$ cat src/core/serial_dma_consts.svh
// Register offsets, field positions, reset values of the serial DMA status
`ifndef SERIAL_DMA_CONSTS_SVH
`define SERIAL_DMA_CONSTS_SVH

// Byte offsets on the APB register bus
`define SDMA_CTRL_OFS 12'h000
`define SDMA_STATUS_OFS 12'h004
`define SDMA_INT_STATUS_OFS 12'h008
`define SDMA_INT_ENABLE_OFS 12'h00C
`define SDMA_INT_CLEAR_OFS 12'h010

// Control register fields
`define SDMA_CTRL_RX_LOAD_A 0
`define SDMA_CTRL_RX_LOAD_B 1
`define SDMA_CTRL_TX_LOAD_A 2
`define SDMA_CTRL_TX_LOAD_B 3
`define SDMA_CTRL_RX_RESET 4
`define SDMA_CTRL_TX_RESET 5

// Status register fields
`define SDMA_ST_RX_ACT_A 0
`define SDMA_ST_RX_ACT_B 1
`define SDMA_ST_TX_ACT_A 2
`define SDMA_ST_TX_ACT_B 3
`define SDMA_ST_OVR_A 4
`define SDMA_ST_OVR_B 5
`define SDMA_ST_PAR_A 6
`define SDMA_ST_PAR_B 7
`define SDMA_ST_FRM_A 8
`define SDMA_ST_FRM_B 9

// Interrupt event fields
`define SDMA_EV_RX_DONE_A 0
`define SDMA_EV_RX_DONE_B 1
`define SDMA_EV_TX_DONE_A 2
`define SDMA_EV_TX_DONE_B 3
`define SDMA_EV_RX_ERR 4
`define SDMA_EV_W 5

// Reset values
`define SDMA_STATUS_RST 16'h0000
`define SDMA_ZERO_WORD 32'h0000_0000

`endif

$ cat src/core/serial_dma_pkg.sv
// Types shared by the serial DMA status block
`default_nettype none
package serial_dma_pkg;
    // Buffer sequencer state, one-hot
    typedef enum logic [2:0] {
        SEQ_IDLE = 3'b001,
        SEQ_ON_A = 3'b010,
        SEQ_ON_B = 3'b100
    } seq_state_type;
endpackage
`default_nettype wire

$ cat src/core/dma_buf_sequencer.sv
// Ping-pong A/B buffer sequencer for one DMA direction
`timescale 1ns/1ps
`default_nettype none
module dma_buf_sequencer (
    // Clock and reset
    input wire logic pclk,
    input wire logic presetn,
    // Software requests
    input wire logic clear,
    input wire logic [1:0] load_req,
    // Completion of the active buffer
    input wire logic done,
    // State
    output logic [1:0] load_q,
    output logic [1:0] active,
    output logic [1:0] load_evt
);
    serial_dma_pkg::seq_state_type state_q;
    serial_dma_pkg::seq_state_type state_d;
    logic [1:0] done_bit;

    // A load only counts when the buffer is idle; writing it again is moot
    assign load_evt = load_req & ~load_q & {2{~clear}};
    assign active = {state_q == serial_dma_pkg::SEQ_ON_B,
                     state_q == serial_dma_pkg::SEQ_ON_A};
    assign done_bit = active & {2{done}};

    // Pick the next buffer; A first, then alternate
    always_comb begin
        state_d = state_q;
        unique case (state_q)
            serial_dma_pkg::SEQ_IDLE: begin
                if (load_q[0]) begin
                    state_d = serial_dma_pkg::SEQ_ON_A;
                end else if (load_q[1]) begin
                    state_d = serial_dma_pkg::SEQ_ON_B;
                end
            end
            serial_dma_pkg::SEQ_ON_A: begin
                if (done) begin
                    state_d = load_q[1] ? serial_dma_pkg::SEQ_ON_B
                                        : serial_dma_pkg::SEQ_IDLE;
                end
            end
            serial_dma_pkg::SEQ_ON_B: begin
                if (done) begin
                    state_d = load_q[0] ? serial_dma_pkg::SEQ_ON_A
                                        : serial_dma_pkg::SEQ_IDLE;
                end
            end
            default: state_d = serial_dma_pkg::SEQ_IDLE;
        endcase
        if (clear) begin
            state_d = serial_dma_pkg::SEQ_IDLE;
        end
    end

    always_ff @(posedge pclk or negedge presetn) begin
        if (!presetn) begin
            state_q <= serial_dma_pkg::SEQ_IDLE;
        end else begin
            state_q <= state_d;
        end
    end

    // Load bits self-clear on completion, all drop on direction reset
    always_ff @(posedge pclk or negedge presetn) begin
        if (!presetn) begin
            load_q <= 2'h0;
        end else if (clear) begin
            load_q <= 2'h0;
        end else begin
            load_q <= (load_q | load_evt) & ~done_bit;
        end
    end
endmodule // dma_buf_sequencer
`default_nettype wire

$ cat src/core/serial_dma_receive_status.sv
// APB-mapped A/B DMA control and receive status flags of a serial port
`include "serial_dma_consts.svh"
`timescale 1ns/1ps
`default_nettype none
module serial_dma_receive_status #(
    parameter int ADDR_W = 12
) (
    // APB slave
    input wire logic pclk,
    input wire logic presetn,
    input wire logic [ADDR_W-1:0] paddr,
    input wire logic psel,
    input wire logic penable,
    input wire logic pwrite,
    input wire logic [31:0] pwdata,
    output logic [31:0] prdata,
    output logic pready,
    output logic pslverr,
    // Byte hand-off from the lower receive FIFO
    input wire logic rx_byte_valid,
    input wire logic rx_byte_frame_err,
    input wire logic rx_byte_parity_err,
    input wire logic rx_byte_overrun,
    output logic rx_byte_ready,
    // Completion of the active buffer in each direction
    input wire logic rx_buf_done,
    input wire logic tx_buf_done,
    // State toward the rest of the DMA
    output logic rx_active_buf_a,
    output logic rx_active_buf_b,
    output logic tx_active_buf_a,
    output logic tx_active_buf_b,
    output logic rx_dma_reset,
    output logic tx_dma_reset,
    // Interrupt
    output logic irq
);
    ////////////////////////////////////////////////////////////////////////
    // Declarations
    logic bus_access;
    logic wr_en;
    logic rd_en;
    logic addr_hit;
    logic wr_ctrl;
    logic wr_int_en;
    logic wr_int_clr;
    logic rx_dma_reset_d;
    logic tx_dma_reset_d;
    logic [1:0] rx_load_req;
    logic [1:0] tx_load_req;
    logic [1:0] rx_load_q;
    logic [1:0] tx_load_q;
    logic [1:0] rx_act;
    logic [1:0] tx_act;
    logic [1:0] rx_load_evt;
    logic [1:0] rx_done_bit;
    logic [1:0] tx_done_bit;
    logic byte_taken;
    logic [5:0] err_set;
    logic [5:0] err_clr;
    logic [5:0] err_q;
    logic [`SDMA_EV_W-1:0] ev_set;
    logic [`SDMA_EV_W-1:0] ev_clr;
    logic [`SDMA_EV_W-1:0] ev_q;
    logic [`SDMA_EV_W-1:0] int_en_q;
    logic [15:0] status;
    logic [31:0] rd_word;

    ////////////////////////////////////////////////////////////////////////
    // APB decode; zero wait states keep the bench timing simple
    assign bus_access = psel & penable;
    assign wr_en = bus_access & pwrite;
    assign rd_en = psel & ~penable & ~pwrite; // Setup cycle of a read
    assign pready = 1'b1;
    assign addr_hit = (paddr == `SDMA_CTRL_OFS)
                    | (paddr == `SDMA_STATUS_OFS)
                    | (paddr == `SDMA_INT_STATUS_OFS)
                    | (paddr == `SDMA_INT_ENABLE_OFS)
                    | (paddr == `SDMA_INT_CLEAR_OFS);
    assign pslverr = bus_access & ~addr_hit;
    assign wr_ctrl = wr_en & (paddr == `SDMA_CTRL_OFS);
    assign wr_int_en = wr_en & (paddr == `SDMA_INT_ENABLE_OFS);
    assign wr_int_clr = wr_en & (paddr == `SDMA_INT_CLEAR_OFS);

    ////////////////////////////////////////////////////////////////////////
    // Control writes: one bits act, zero bits do nothing
    assign rx_dma_reset_d = wr_ctrl & pwdata[`SDMA_CTRL_RX_RESET];
    assign tx_dma_reset_d = wr_ctrl & pwdata[`SDMA_CTRL_TX_RESET];
    assign rx_load_req = {2{wr_ctrl}}
        & {pwdata[`SDMA_CTRL_RX_LOAD_B], pwdata[`SDMA_CTRL_RX_LOAD_A]};
    assign tx_load_req = {2{wr_ctrl}}
        & {pwdata[`SDMA_CTRL_TX_LOAD_B], pwdata[`SDMA_CTRL_TX_LOAD_A]};

    // Reset strobes pulse outward for one cycle and are never stored,
    // so the control bits read back as zero
    assign rx_dma_reset = rx_dma_reset_d;
    assign tx_dma_reset = tx_dma_reset_d;

    ////////////////////////////////////////////////////////////////////////
    // Buffer sequencing per direction
    dma_buf_sequencer u_rx_seq (
        .pclk(pclk),
        .presetn(presetn),
        .clear(rx_dma_reset_d),
        .load_req(rx_load_req),
        .done(rx_buf_done),
        .load_q(rx_load_q),
        .active(rx_act),
        .load_evt(rx_load_evt)
    );

    dma_buf_sequencer u_tx_seq (
        .pclk(pclk),
        .presetn(presetn),
        .clear(tx_dma_reset_d),
        .load_req(tx_load_req),
        .done(tx_buf_done),
        .load_q(tx_load_q),
        .active(tx_act),
        .load_evt()
    );

    assign rx_active_buf_a = rx_act[0];
    assign rx_active_buf_b = rx_act[1];
    assign tx_active_buf_a = tx_act[0];
    assign tx_active_buf_b = tx_act[1];
    assign rx_done_bit = rx_act & {2{rx_buf_done}};
    assign tx_done_bit = tx_act & {2{tx_buf_done}};

    ////////////////////////////////////////////////////////////////////////
    // Receive hand-off: with no buffer loaded the FIFO is held off and
    // fills; its overrun mark waits with the data for the next buffer
    assign rx_byte_ready = (|rx_act) & ~rx_dma_reset_d;
    assign byte_taken = rx_byte_valid & rx_byte_ready;

    // Error flags, ordered {frm_b, frm_a, par_b, par_a, ovr_b, ovr_a}
    assign err_set = {
        byte_taken & rx_act[1] & rx_byte_frame_err,
        byte_taken & rx_act[0] & rx_byte_frame_err,
        byte_taken & rx_act[1] & rx_byte_parity_err,
        byte_taken & rx_act[0] & rx_byte_parity_err,
        byte_taken & rx_act[1] & rx_byte_overrun,
        byte_taken & rx_act[0] & rx_byte_overrun
    };

    // A fresh load or a receive reset wipes that buffer's history
    // Same bit order as err_set, so B and A alternate from the top
    assign err_clr = {
        rx_load_evt[1] | rx_dma_reset_d,
        rx_load_evt[0] | rx_dma_reset_d,
        rx_load_evt[1] | rx_dma_reset_d,
        rx_load_evt[0] | rx_dma_reset_d,
        rx_load_evt[1] | rx_dma_reset_d,
        rx_load_evt[0] | rx_dma_reset_d
    };

    sticky_bits #(
        .W(6)
    ) u_err_flags (
        .pclk(pclk),
        .presetn(presetn),
        .set(err_set),
        .clr(err_clr),
        .q(err_q)
    );

    ////////////////////////////////////////////////////////////////////////
    // Status word
    always_comb begin
        status = `SDMA_STATUS_RST;
        status[`SDMA_ST_RX_ACT_A] = rx_act[0];
        status[`SDMA_ST_RX_ACT_B] = rx_act[1];
        status[`SDMA_ST_TX_ACT_A] = tx_act[0];
        status[`SDMA_ST_TX_ACT_B] = tx_act[1];
        status[`SDMA_ST_OVR_A] = err_q[0];
        status[`SDMA_ST_OVR_B] = err_q[1];
        status[`SDMA_ST_PAR_A] = err_q[2];
        status[`SDMA_ST_PAR_B] = err_q[3];
        status[`SDMA_ST_FRM_A] = err_q[4];
        status[`SDMA_ST_FRM_B] = err_q[5];
    end

    ////////////////////////////////////////////////////////////////////////
    // Interrupt events: completions and any new receive error
    assign ev_set[`SDMA_EV_RX_DONE_A] = rx_done_bit[0];
    assign ev_set[`SDMA_EV_RX_DONE_B] = rx_done_bit[1];
    assign ev_set[`SDMA_EV_TX_DONE_A] = tx_done_bit[0];
    assign ev_set[`SDMA_EV_TX_DONE_B] = tx_done_bit[1];
    assign ev_set[`SDMA_EV_RX_ERR] = |err_set;
    assign ev_clr = {`SDMA_EV_W{wr_int_clr}} & pwdata[`SDMA_EV_W-1:0];

    sticky_bits #(
        .W(`SDMA_EV_W)
    ) u_int_flags (
        .pclk(pclk),
        .presetn(presetn),
        .set(ev_set),
        .clr(ev_clr),
        .q(ev_q)
    );

    // Interrupt enable register
    always_ff @(posedge pclk or negedge presetn) begin
        if (!presetn) begin
            int_en_q <= '0;
        end else if (wr_int_en) begin
            int_en_q <= pwdata[`SDMA_EV_W-1:0];
        end
    end

    // Level interrupt, high while an enabled event is pending
    assign irq = |(ev_q & int_en_q);

    ////////////////////////////////////////////////////////////////////////
    // Read mux; unmapped and write-only offsets read zero
    always_comb begin
        rd_word = `SDMA_ZERO_WORD;
        unique case (paddr)
            `SDMA_CTRL_OFS: rd_word[3:0] = {tx_load_q, rx_load_q};
            `SDMA_STATUS_OFS: rd_word[15:0] = status;
            `SDMA_INT_STATUS_OFS: rd_word[`SDMA_EV_W-1:0] = ev_q;
            `SDMA_INT_ENABLE_OFS: rd_word[`SDMA_EV_W-1:0] = int_en_q;
            default: rd_word = `SDMA_ZERO_WORD;
        endcase
    end

    // Read data is captured at the end of the setup cycle, so it stands
    // from a flop through the whole access cycle
    always_ff @(posedge pclk or negedge presetn) begin
        if (!presetn) begin
            prdata <= `SDMA_ZERO_WORD;
        end else if (rd_en) begin
            prdata <= rd_word;
        end
    end
endmodule // serial_dma_receive_status
`default_nettype wire

$ cat src/core/sticky_bits.sv
// Bank of sticky flags, set wins over clear
`timescale 1ns/1ps
`default_nettype none
module sticky_bits #(
    parameter int W = 4
) (
    // Clock and reset
    input wire logic pclk,
    input wire logic presetn,
    // Events and clears
    input wire logic [W-1:0] set,
    input wire logic [W-1:0] clr,
    output logic [W-1:0] q
);
    genvar i;
    // One flop per flag; a same-cycle event is never lost
    generate
        for (i = 0; i < W; i++) begin : g_bit
            always_ff @(posedge pclk or negedge presetn) begin
                if (!presetn) begin
                    q[i] <= 1'b0;
                end else begin
                    q[i] <= set[i] | (q[i] & ~clr[i]);
                end
            end
        end
    endgenerate
endmodule // sticky_bits
`default_nettype wire

$ cat config.mk
export PLATFORM = sky130hd
export DESIGN_NAME = serial_dma_receive_status
export DESIGN_NICKNAME = d
export VERILOG_FILES = /design/src/core/serial_dma_pkg.sv /design/src/core/dma_buf_sequencer.sv /design/src/core/serial_dma_receive_status.sv /design/src/core/sticky_bits.sv
export VERILOG_INCLUDE_DIRS = /design/src /design/src/core
export SDC_FILE = /design/constraint.sdc
export NUM_CORES = 1
export LEC_CHECK = 0
export BUFFER_PORTS_ARGS = -buffer_cell sky130_fd_sc_hd__buf_2
export CELL_PAD_IN_SITES_DETAIL_PLACEMENT = 2
export CELL_PAD_IN_SITES_GLOBAL_PLACEMENT = 2
export CORE_MARGIN = 2
export CORE_UTILIZATION = 29
export DETAILED_ROUTE_END_ITERATION = 16
export PLACE_DENSITY_LB_ADDON = 0.1
export SYNTH_ARGS = -nofsm -noshare
export SYNTH_HDL_FRONTEND = slang
export SYNTH_SLANG_ARGS = --single-unit
$ cat constraint.sdc
create_clock -name pclk -period 5.4 [get_ports pclk]
set_clock_uncertainty 0.2 [all_clocks]
set_input_delay 1.08 -clock pclk [delete_from_list [all_inputs] [get_ports pclk]]
set_output_delay 1.08 -clock pclk [all_outputs]
set_load 0.01 [all_outputs]
==> metrics.md, run 1 <==
| Metric | Value |
|---|---|
| Clock period minus final worst setup slack | approximately 4.1 ns |
| Worst Path Required | about 4.1 ns |
| Count of instances resized after the clock tree is built | 0 |
| Hold Startpoint | prdata[4] |
| Synthesized area divided by synthesized cell count | 10.3 um^2 |
| # nets final | slightly above 300 |
| CTS sink count | 36 |
| Classification of the worst setup path | in2out |
| Number of slew-limit violations in the final report | 0 |
| Largest family of logic cells by synthesized area | compound AO/OA/AOI/OAI gates |
| Area of the mapped netlist | 2070 um^2 |
| Tightest hold margin | between 0.2 and 0.3 ns |
| Hold violation total from the final report | 0 |
| Remaining DRCs | 0 |
| Net switching power | 0.145 mW |
| Share of layout cells above drive strength 1 | 0.300 |
| Antenna Diode Count | 0 |
| Maximum clock insertion buffer count | 2 |
| Via count of the first global-routing pass | 1698 |
| Number of levels the H-tree was split into | 2 |
| Clock Latency Late Sink | 0.30 ns |
| Final HPWL DP | roughly 4500 um |
| Clock share of power | 0.442 |
| Share of the cycle needed by the critical path after routing | 0.765 |
| Cell at the root of the clock tree | clkbuf_8 |
| Global-route met2 utilization | 0.234 |
| Peak clock frequency supported by timing | 242 MHz |
| Unrepaired setup endpoints after global routing | no |
| GRT overflow | 0 |
| Total routed wirelength | 5760 um |
| Wirelength per Cell | 16.6 um |
| Detailed-routing iteration count for the pre-antenna-repair pass | 4 |
| Count of input and output buffers | 47 |
| Worst Max-Slew Pin Slew | 0.889 ns |
| Leakage power summed over all cells | approximately 1.2 nW |
| Post CTS Setup Buffer Count | 0 |
| Startpoint of the most critical setup path | paddr[1] |
| Clock tree from TritonCTS | yes |
| Largest net degree at the start of global routing | 37 |
| First DRT Iteration DRCs | 57 |
| Critical Path Start Type | input pin |
| Overall Global Routing Usage | 0.154 |
| Die height | 88.4 um |
| Maximum fanout encountered on the critical timing path | 8 |
| Sequential area share after synthesis | 0.437 |
| Post-synth ARST share | 1.00 |
| Area of the placeable core | 6830 um^2 |
| Relative max-transition margin | 0.403 |
| Filler instances | 806 |
| Fraction of the mapped netlist area in compound gates | 0.201 |
| Internal Pwr Total | roughly 0.42 mW |
| Top area cells in the synthesized netlist | dfrtp_1 41%, buf_4 8.4%, a22o_1 6.8% |
| Max IR drop VDD | 0.119 mV |
| Reg2Reg Launch Point | u_rx_seq.state_q[2] |
| Count of hold-fix buffers inserted at cts | 0 |
| Top-Level Pins | slightly below 100 |
| Post-Synth Simple-Gate Area | 0.176 |
| Layout-stage area growth over the synthesis result | 18.2% |
| Final setup fails | 0 |
| Max_cap viols | 0 |
| Flop pwr share | 0.479 |
| Number of cells produced by synthesis | 200 |
| Reg clk slew, reported paths | 0.08 ns |
| Most frequently used flop master after synthesis | dfrtp_1 |
| Total power density per cell area | 233 nW/um^2 |
| Adder-cell area share of the yosys netlist | 0 |
| Number of synthesized register bits | 36 |
| First-pass GRT wire length | 9090 um |
| Kind of end point of the critical path | primary output |
| Logic pwr share | 0.079 |
| Busiest layer in global routing | met2 |
| Number of flops mapped to enable cells by yosys | 0 |
| Path type of the worst min-delay path | reg2reg |
| Outcome | completed |
| Post-synthesis cell type with the largest combined area | dfrtp_1 |
| Cell Rows | 30 |
| Multiplexer share of the synthesized area | 0.0696 |
| Number of antenna violations at the first check in global routing | 0 |
| Fraction of synthesized cell area in xor and xnor cells | 0 |
| Area share of the leading cell type in the synthesized netlist | 0.412 |
| Total via count after detailed routing | 1712 |
| Yosys warns | 0 |
| Die Wd | between 80 and 90 um |
| Switching share of total power | 0.255 |
| Routed vias/inst | 4.95 |
| Total die area | 7820 um^2 |
| Grt met3 use | 0.0448 |
| TritonCTS Buffers | 5 |
| Distinct cell type count after synthesis | 42 |
| Sum of negative setup slack | 0 ns |
| Placer congestion estimate | 0.748 |
| Number of nets with antenna violations after routing | 0 |
| Met1 capacity usage during global routing | 0.218 |
| Arrival @ worst endpoint | 2.85 ns |
| Starting utilization of the core area | 0.303 |
power groups by stage:
| stage | Clock, mW | Combinational, mW | Sequential [mW] |
|---|---|---|---|
| 2_1_floorplan | 0 | 0.0334 | 0.277 |
| 3_3_place_gp | 0 | 0.0452 | 0.278 |
| 3_5_place_dp | 0 | 0.0454 | 0.278 |
| 4_1_cts | 0.259 | 0.0456 | 0.273 |
| 5_1_grt | 0.270 | 0.0510 | 0.273 |
| 6_report | 0.251 | 0.0447 | 0.273 |
cell type report:
class	instances	area [um^2]	area share
clock inverter	3	46.3	0.0190
inverter	10	37.5	0.0154
tap	96	120	0.0492
timing repair buffer	50	258	0.106
sequential	36	903	0.370
clock buffer	5	68.8	0.0282
multi-input combinational	146	1010	0.413
routing by layer:
layer  up-vias  wire length, um
li1        800                -
met1       863             2830
met2        42             2580
met3         7              286
met4         0               51
met5         -                0
worst max-delay path, cell delays in order:
cell and delay (ns):
buf_2 0.09, or4_1 0.62, nor4_4 0.28, buf_4 0.21, and2_0 0.36, buf_2 0.21
cells in the final DEF (no fill, tap or decap), types with 3 or more instances in the layout:
master	Yosys	final
a22o_1	16	16
clkbuf_8	0	5
nand3_1	5	5
inv_1	10	10
conb_1	2	23
mux2_2	5	5
o2bb2ai_1	4	4
nor2_1	11	11
a211oi_1	4	4
mux4_2	3	3
buf_4	23	3
a21oi_1	11	11
nor4_4	3	3
nor3_1	3	3
dfrtp_1	34	34
o21ai_0	5	5
nand2b_1	7	7
buf_2	1	47
nand2_1	8	8
nand4_1	5	5
metrics by stage:
step,area (um^2),utilization,worst slack [ns],instances,power (mW)
after floorplan,2150,-,1.60,221,0.311
after detailed placement,2330,0.341,1.25,338,0.323
after global placement,2330,0.341,1.24,338,0.323
after global routing,2440,0.358,1.12,346,0.594
final,2440,0.358,1.27,346,0.569
after CTS,2440,0.358,1.25,346,0.578
flip-flops by register name (all words and copies together) (netlist names):
signal,count
u_rx_seq.state_q,3
u_rx_seq.load_q,2
u_tx_seq.state_q,3
u_tx_seq.load_q,2
u_int_flags.q,5
int_en_q,5
prdata,10
u_err_flags.q,6
cells in the mapped netlist, types with 7 or more instances:
library cell,instances
a22o_1,16
dfrtp_1,34
nand2b_1,7
inv_1,10
buf_4,23
nand2_1,8
nor2_1,11
a21oi_1,11
kinds of logic (layout without fill, tap and decap cells):
logic type / count (synthesis) / count (layout)
DFF: 36 / 36
and+or+nand+nor: 57 / 57
buffers and inverters: 39 / 68
AOI/OAI and AO/OA: 56 / 56
other: 2 / 23
muxes: 10 / 10
final timing paths:
kind	to	slack [ns]	cells past startpoint
setup reg to reg	prdata[0]	3.49	5
hold reg to reg	prdata[4]	0.29	2
setup / recovery	tx_dma_reset	1.27	6
max in group asynchronous	u_int_flags.q[1]	3.80	1
hold / removal	prdata[4]	0.29	2
min in group asynchronous	prdata[9]	0.67	1
No activity file was read; power rests on OpenSTA's default activity.
==> run 2, diff against run 1 <==
--- a/config.mk
+++ b/config.mk
@@ -6,11 +6,12 @@
 export SDC_FILE = /design/constraint.sdc
 export NUM_CORES = 1
 export LEC_CHECK = 0
+export ABC_AREA = 1
 export BUFFER_PORTS_ARGS = -buffer_cell sky130_fd_sc_hd__buf_2
 export CELL_PAD_IN_SITES_DETAIL_PLACEMENT = 2
 export CELL_PAD_IN_SITES_GLOBAL_PLACEMENT = 2
 export CORE_MARGIN = 2
-export CORE_UTILIZATION = 29
+export CORE_UTILIZATION = 23
 export DETAILED_ROUTE_END_ITERATION = 16
 export PLACE_DENSITY_LB_ADDON = 0.1
 export SYNTH_ARGS = -nofsm -noshare
==> constraint.sdc (replaced) <==
create_clock -name pclk -period 3.41 [get_ports pclk]
set_clock_uncertainty 0.2 [all_clocks]
set_input_delay 0.682 -clock pclk [delete_from_list [all_inputs] [get_ports pclk]]
set_output_delay 0.682 -clock pclk [all_outputs]
set_load 0.01 [all_outputs]
==> metrics.md, run 2 <==
| Metric | Value |
|---|---|
| Final Instance Area | 2630 um^2 |
| Multiplexer share of the synthesized area | 0 |
| Largest net degree at the start of global routing | 37 |
| Classification of the worst setup path | in2out |
| Synthesized area divided by synthesized cell count | 7.76 um^2 |
| Cell at the root of the clock tree | clkbuf_8 |
| Area of the placeable core | 9280 um^2 |
| Max IR drop VDD | 0.176 mV |
| Unrepaired setup endpoints after global routing | no |
| Reg area | around 900 um^2 |
| Fraction of the mapped netlist area in compound gates | 0.131 |
| Logic pwr share | 0.332 |
| Final setup fails | 0 |
| Number of levels the H-tree was split into | 2 |
| Total die area | 10400 um^2 |
| Maximum fanout encountered on the critical timing path | 6 |
| Yosys warns | 0 |
| Top area cells in the synthesized netlist | dfrtp_1 38%, nand2_1 14%, buf_4 7.8% |
| Leakage power summed over all cells | 1.34 nW |
| Path type of the worst min-delay path | in2async |
| Number of nets with antenna violations after routing | 0 |
| Count of hold-fix buffers inserted at cts | 0 |
| Sum of negative setup slack | 0 ns |
| # nets final | 392 |
| Top-Level Pins | 97 |
| Wirelength per Cell | 14.0 um |
| Clock period minus final worst setup slack | 2.87 ns |
| Critical Path Start Type | input pin |
| Reg clk slew, reported paths | 0.09 ns |
| Placer congestion estimate | 0.709 |
| Post-Synth Simple-Gate Area | 0.307 |
| Commonest cells post-synth | 81 x nand2_1, 34 x dfrtp_1, 32 x inv_1 |
| Total power density per cell area | 589 nW/um^2 |
| Post CTS Setup Buffer Count | 0 |
| Footprint of the multi-input gates | 1060 um^2 |
| Remaining DRCs | 0 |
| Die height | about 100 um |
| GRT overflow | 0 |
| Switching share of total power | 0.389 |
| Global-route met2 utilization | 0.238 |
| Peak clock frequency supported by timing | 348 MHz |
| First-pass GRT wire length | 10900 um |
| Adder-cell area share of the yosys netlist | 0 |
| Total routed wirelength | 6550 um |
| Net switching power | 0.604 mW |
| Maximum clock insertion buffer count | 2 |
| Hold violation total from the final report | 0 |
| Number of antenna violations at the first check in global routing | 0 |
| Dominant cell by count in the synthesized netlist | nand2_1 |
| Final HPWL DP | between 5000 and 6000 um |
| Flop pwr share | 0.413 |
| Reg with most FFs | prdata |
| Clock Latency Late Sink | 0.29 ns |
| Max reg flops | 10 |
| Via count of the first global-routing pass | around 2200 |
| Grt met3 use | 0.0315 |
| Most frequently used flop master after synthesis | dfrtp_1 |
| Detailed-routing iteration count for the pre-antenna-repair pass | 4 |
| Post-synthesis cell type with the largest combined area | dfrtp_1 |
| Count of input and output buffers | 47 |
| Count of instances resized after the clock tree is built | 0 |
| Number of synthesized register bits | 36 |
| Registers with the most flip-flops | prdata x10, u_err_flags.q x6 |
| Placed inst area | 2520 um^2 |
| Starting utilization of the core area | 0.239 |
| Final core area utilization | 0.283 |
| Die Wd | 102 um |
| Overall Global Routing Usage | 0.135 |
| Number of cells produced by synthesis | 286 |
| Sequential area share after synthesis | 0.407 |
| Busiest layer in global routing | met2 |
| Relative max-transition margin | 0.428 |
| Fraction of synthesized cell area in xor and xnor cells | 0 |
| Distinct cell type count after synthesis | 37 |
| Most common cell after layout, fill and taps aside | nand2_1 |
| Internal Pwr Total | 0.946 mW |
| Total via count after detailed routing | between 2000 and 2500 |
| Number of flops mapped to enable cells by yosys | 0 |
| Kind of end point of the critical path | primary output |
| Area share of the leading cell type in the synthesized netlist | 0.384 |
| CTS sink count | 36 |
| Worst Max-Slew Pin Slew | between 0.8 and 0.9 ns |
| Cell Rows | 35 |
| Met1 capacity usage during global routing | 0.171 |
| Routed vias/inst | 4.31 |
| Outcome | completed |
| Filler instances | 1133 |
| Number of slew-limit violations in the final report | 0 |
| Share of the cycle needed by the critical path after routing | 0.843 |
| Max_cap viols | 0 |
| Worst-case setup slack after placement | 0.478 ns |
| Clock tree from TritonCTS | yes |
| Tightest hold margin | 0.284 ns |
| Antenna Diode Count | 0 |
| Area of the mapped netlist | about 2200 um^2 |
| Arrival @ worst endpoint | 1.99 ns |
| TritonCTS Buffers | 5 |
| Worst Path Required | roughly 2.5 ns |
| Largest family of logic cells by synthesized area | simple AND/OR/NAND/NOR gates |
| Post-synth ARST share | 1.00 |
| First DRT Iteration DRCs | 36 |
| Clock share of power | 0.255 |
| Layout-stage area growth over the synthesis result | 18.6% |
| Leading cell types in the layout, fill and taps excluded | 81 x nand2_1, 47 x buf_2, 34 x dfrtp_1, 32 x inv_1, 23 x conb_1 |
| Share of layout cells above drive strength 1 | 0.260 |
| Post-route worst setup slack | 0.537 ns |
run 2: changes by cell type after synthesis, sizes merged, moves of 4 or more:
| cell | before | now |
|---|---|---|
| nand2 | 8 | 85 |
| inv | 10 | 39 |
| o21ai | 5 | 34 |
| a22o | 16 | 0 |
| nand3 | 5 | 18 |
| a21oi | 11 | 4 |
| nand2b | 7 | 0 |
| nor3 | 3 | 9 |
| mux2 | 5 | 0 |
| nor2 | 11 | 16 |
| nor4 | 5 | 0 |
| clkbuf | 5 | 1 |
| o2bb2ai | 4 | 0 |
| or4 | 4 | 0 |
run 2: worst max-delay path, cell delays in order:
cell,delay [ns]
buf_2,0.10
nor2_1,0.09
nand2_1,0.17
nor2_4,0.20
nand2_2,0.13
nor2_4,0.20
nand2_1,0.17
inv_1,0.11
buf_2,0.13
run 2: area by class of cell:
| cell class | instances | share of cell area |
|---|---|---|
| tap | 129 | 0.0613 |
| multi-input combinational | 206 | 0.402 |
| clock buffer | 5 | 0.0262 |
| inverter | 40 | 0.0590 |
| timing repair buffer | 48 | 0.0922 |
| sequential | 36 | 0.343 |
| clock inverter | 3 | 0.0162 |
run 2: layer usage:
layer / part of all wire / wire [um]
met5: 0 / 0
met4: 0.0056 / 37
met3: 0.036 / 234
met2: 0.49 / 3230
met1: 0.47 / 3050
run 2: worst paths after layout:
| check | start | to | slack [ns] | depth (start not counted) |
|---|---|---|---|---|
| worst max register to register | u_rx_seq.state_q[2] | u_rx_seq.state_q[1] | 1.66 | 8 |
| max in group asynchronous | presetn | int_en_q[1] | 2.18 | 1 |
| worst max-delay path | paddr[9] | tx_dma_reset | 0.54 | 9 |
| worst min-delay path | presetn | u_int_flags.q[2] | 0.28 | 1 |
| min in group pclk | prdata[2] | prdata[2] | 0.29 | 2 |
| worst min register to register | prdata[2] | prdata[2] | 0.29 | 2 |
run 2: power by group through the flow:
| stage | clock network [mW] | registers, mW | logic, mW |
|---|---|---|---|
| 2_1_floorplan | 0 | 0.623 | 0.403 |
| 3_3_place_gp | 0 | 0.645 | 0.516 |
| 3_5_place_dp | 0 | 0.653 | 0.528 |
| 4_1_cts | 0.412 | 0.646 | 0.530 |
| 5_1_grt | 0.429 | 0.662 | 0.593 |
| 6_report | 0.395 | 0.641 | 0.514 |
run 2: metrics by stage:
stage	cells	power [mW]
finish	467	1.55
global route	467	1.68
CTS	467	1.59
detailed placement	459	1.18
global placement	459	1.16
floorplan	307	1.03
run 2: cell families (layout without fill, tap and decap cells):
family | after synthesis | in the layout
simple gates | 134 | 134
buf+inv | 65 | 96
compound gates | 49 | 49
flops | 36 | 36
other cells | 2 | 23
==> run 3, diff against run 2 <==
--- a/config.mk
+++ b/config.mk
@@ -11,7 +11,7 @@
 export CELL_PAD_IN_SITES_DETAIL_PLACEMENT = 2
 export CELL_PAD_IN_SITES_GLOBAL_PLACEMENT = 2
 export CORE_MARGIN = 2
-export CORE_UTILIZATION = 23
+export CORE_UTILIZATION = 25
 export DETAILED_ROUTE_END_ITERATION = 16
 export PLACE_DENSITY_LB_ADDON = 0.1
 export SYNTH_ARGS = -nofsm -noshare
==> constraint.sdc (replaced) <==
create_clock -name pclk -period 2.7 [get_ports pclk]
set_clock_uncertainty 0.2 [all_clocks]
set_input_delay 0.54 -clock pclk [delete_from_list [all_inputs] [get_ports pclk]]
set_output_delay 0.54 -clock pclk [all_outputs]
set_load 0.01 [all_outputs]
==> metrics.md, run 3 (synthesis results as in run 2) <==
| Metric | Value |
|---|---|
| Met2 wirelength from detailed routing | 2950 um |
| Reg with most FFs | prdata |
| Final HPWL DP | 5170 um |
| Count of instances resized after the clock tree is built | 0 |
| Die Wd | 98.2 um |
| First DRT Iteration DRCs | 50 |
| Overall power of the completed layout | between 1.5 and 2 mW |
| Clock period minus final worst setup slack | 2.50 ns |
| Highest metal used | met4 |
| Total power density per cell area | 735 nW/um^2 |
| Footprint of the multi-input gates | 1060 um^2 |
| Total length of routed met3 wires | 251 um |
| Path type of the worst min-delay path | in2async |
| Total routed wirelength | 6250 um |
| Registers with the most flip-flops | prdata x10, u_err_flags.q x6 |
| Sum of negative setup slack | 0 ns |
| Relative max-transition margin | 0.626 |
| Count of input and output buffers | 47 |
| Antenna Diode Count | 0 |
| Maximum fanout encountered on the critical timing path | 5 |
| Max_cap viols | 0 |
| Max IR drop VDD | 0.380 mV |
| Total routed wire length on the met1 layer | around 3000 um |
| Arrival @ worst endpoint | 1.76 ns |
| Reg area | 903 um^2 |
| GRT overflow | 0 |
| Total via count after detailed routing | around 2000 |
| Filler instances | 1030 |
| Via count of the first global-routing pass | approximately 2100 |
| Unrepaired setup endpoints after global routing | no |
| Worst Max-Slew Pin Slew | 0.562 ns |
| Hold violation total from the final report | 0 |
| Peak clock frequency supported by timing | 401 MHz |
| First-pass GRT wire length | 10700 um |
| Largest net degree at the start of global routing | 23 |
| Worst Path Required | just under 2 ns |
| Detailed-routing iteration count for the pre-antenna-repair pass | 4 |
| Number of levels the H-tree was split into | 2 |
| Count of hold-fix buffers inserted at cts | 0 |
| Clock tree from TritonCTS | yes |
| Placer congestion estimate | 0.701 |
| Final core area utilization | 0.304 |
| Share of the cycle needed by the critical path after routing | 0.925 |
| Number of slew-limit violations in the final report | 0 |
| Layout-stage area growth over the synthesis result | 19.1% |
| Starting utilization of the core area | 0.256 |
| Placed inst area | 2530 um^2 |
| Die height | a little under 100 um |
| Maximum clock insertion buffer count | 2 |
| Final setup fails | 0 |
| Max reg flops | 10 |
| Reg clk slew, reported paths | 0.08 ns |
| Routed vias/inst | ~4.3 |
| Final Instance Area | between 2000 and 3000 um^2 |
| Kind of end point of the critical path | primary output |
| Post CTS Setup Buffer Count | 0 |
| Area of the placeable core | 8680 um^2 |
| Cell Rows | 34 |
| Share of layout cells above drive strength 1 | 0.271 |
| Critical Path Start Type | input pin |
| Leading cell types in the layout, fill and taps excluded | 81 x nand2_1, 47 x buf_2, 34 x dfrtp_1, 32 x inv_1, 23 x conb_1 |
| Tightest hold margin | 0.0310 ns |
| Overall Global Routing Usage | 0.139 |
| CTS sink count | 36 |
| Clock Latency Late Sink | 0.29 ns |
| # nets final | 397 |
| Leakage power summed over all cells | 1.36 nW |
| Worst-case setup slack after placement | 0.183 ns |
| Final cell count without fillers | 451 |
| Outcome | completed |
| Cell at the root of the clock tree | clkbuf_8 |
| Total die area | 9640 um^2 |
| Wirelength per Cell | 13.9 um |
| Classification of the worst setup path | in2out |
| Post-route worst setup slack | 0.204 ns |
| Remaining DRCs | 0 |
| Most common cell after layout, fill and taps aside | nand2_1 |
| Top-Level Pins | 97 |
| Placed instance count | approximately 440 |
| Number of antenna violations at the first check in global routing | 0 |
| TritonCTS Buffers | 5 |
| Number of nets with antenna violations after routing | 0 |
| Flop-to-flop setup slack | around 1.0 ns |
[run 3: cell types whose count changed in the layout (fill, tap and decap cells not counted), sizes merged]
cell / change
buf: +5
[run 3: final cells by class]
class / count / area share
Timing Repair Buffer: 53 / 0.106
Sequential cell: 36 / 0.342
Clock inverter: 3 / 0.0161
Inverter: 40 / 0.0587
Multi-Input combinational cell: 206 / 0.400
Tap cell: 108 / 0.0511
Clock buffer: 5 / 0.0260
[run 3: final timing paths]
check	from	to	depth (start not counted)
hold / removal	presetn	u_rx_seq.load_q[0]	1
setup / recovery	paddr[1]	tx_dma_reset	9
hold reg to reg	prdata[0]	prdata[0]	2
setup reg to reg	u_rx_seq.state_q[1]	u_err_flags.q[2]	10
min in group pclk	prdata[0]	prdata[0]	2
max in group asynchronous	presetn	u_tx_seq.state_q[0]	2
[run 3: report_power, final]
group | switching [mW] | leakage, nW | total, mW | internal (mW)
sequential | 0.118 | 0.464 | 0.809 | 0.691
combinational | 0.407 | 0.844 | 0.645 | 0.238
clock | 0.215 | 0.0541 | 0.489 | 0.274
[run 3: worst max-delay path, stage by stage]
cell     delay (ns)
buf_2          0.10
nor2_2         0.19
nand2_1        0.12
nor2_4         0.16
nand2_2        0.13
nor2_4         0.12
nand2_1        0.15
inv_1          0.11
buf_2          0.13
[run 3: layer usage]
layer | up-vias | track usage
met1 | 922 | 0.189
met2 | 42 | 0.230
met3 | 5 | 0.0229
li1 | 981 | -
met4 | 0 | 0.0348
met5 | - | 0
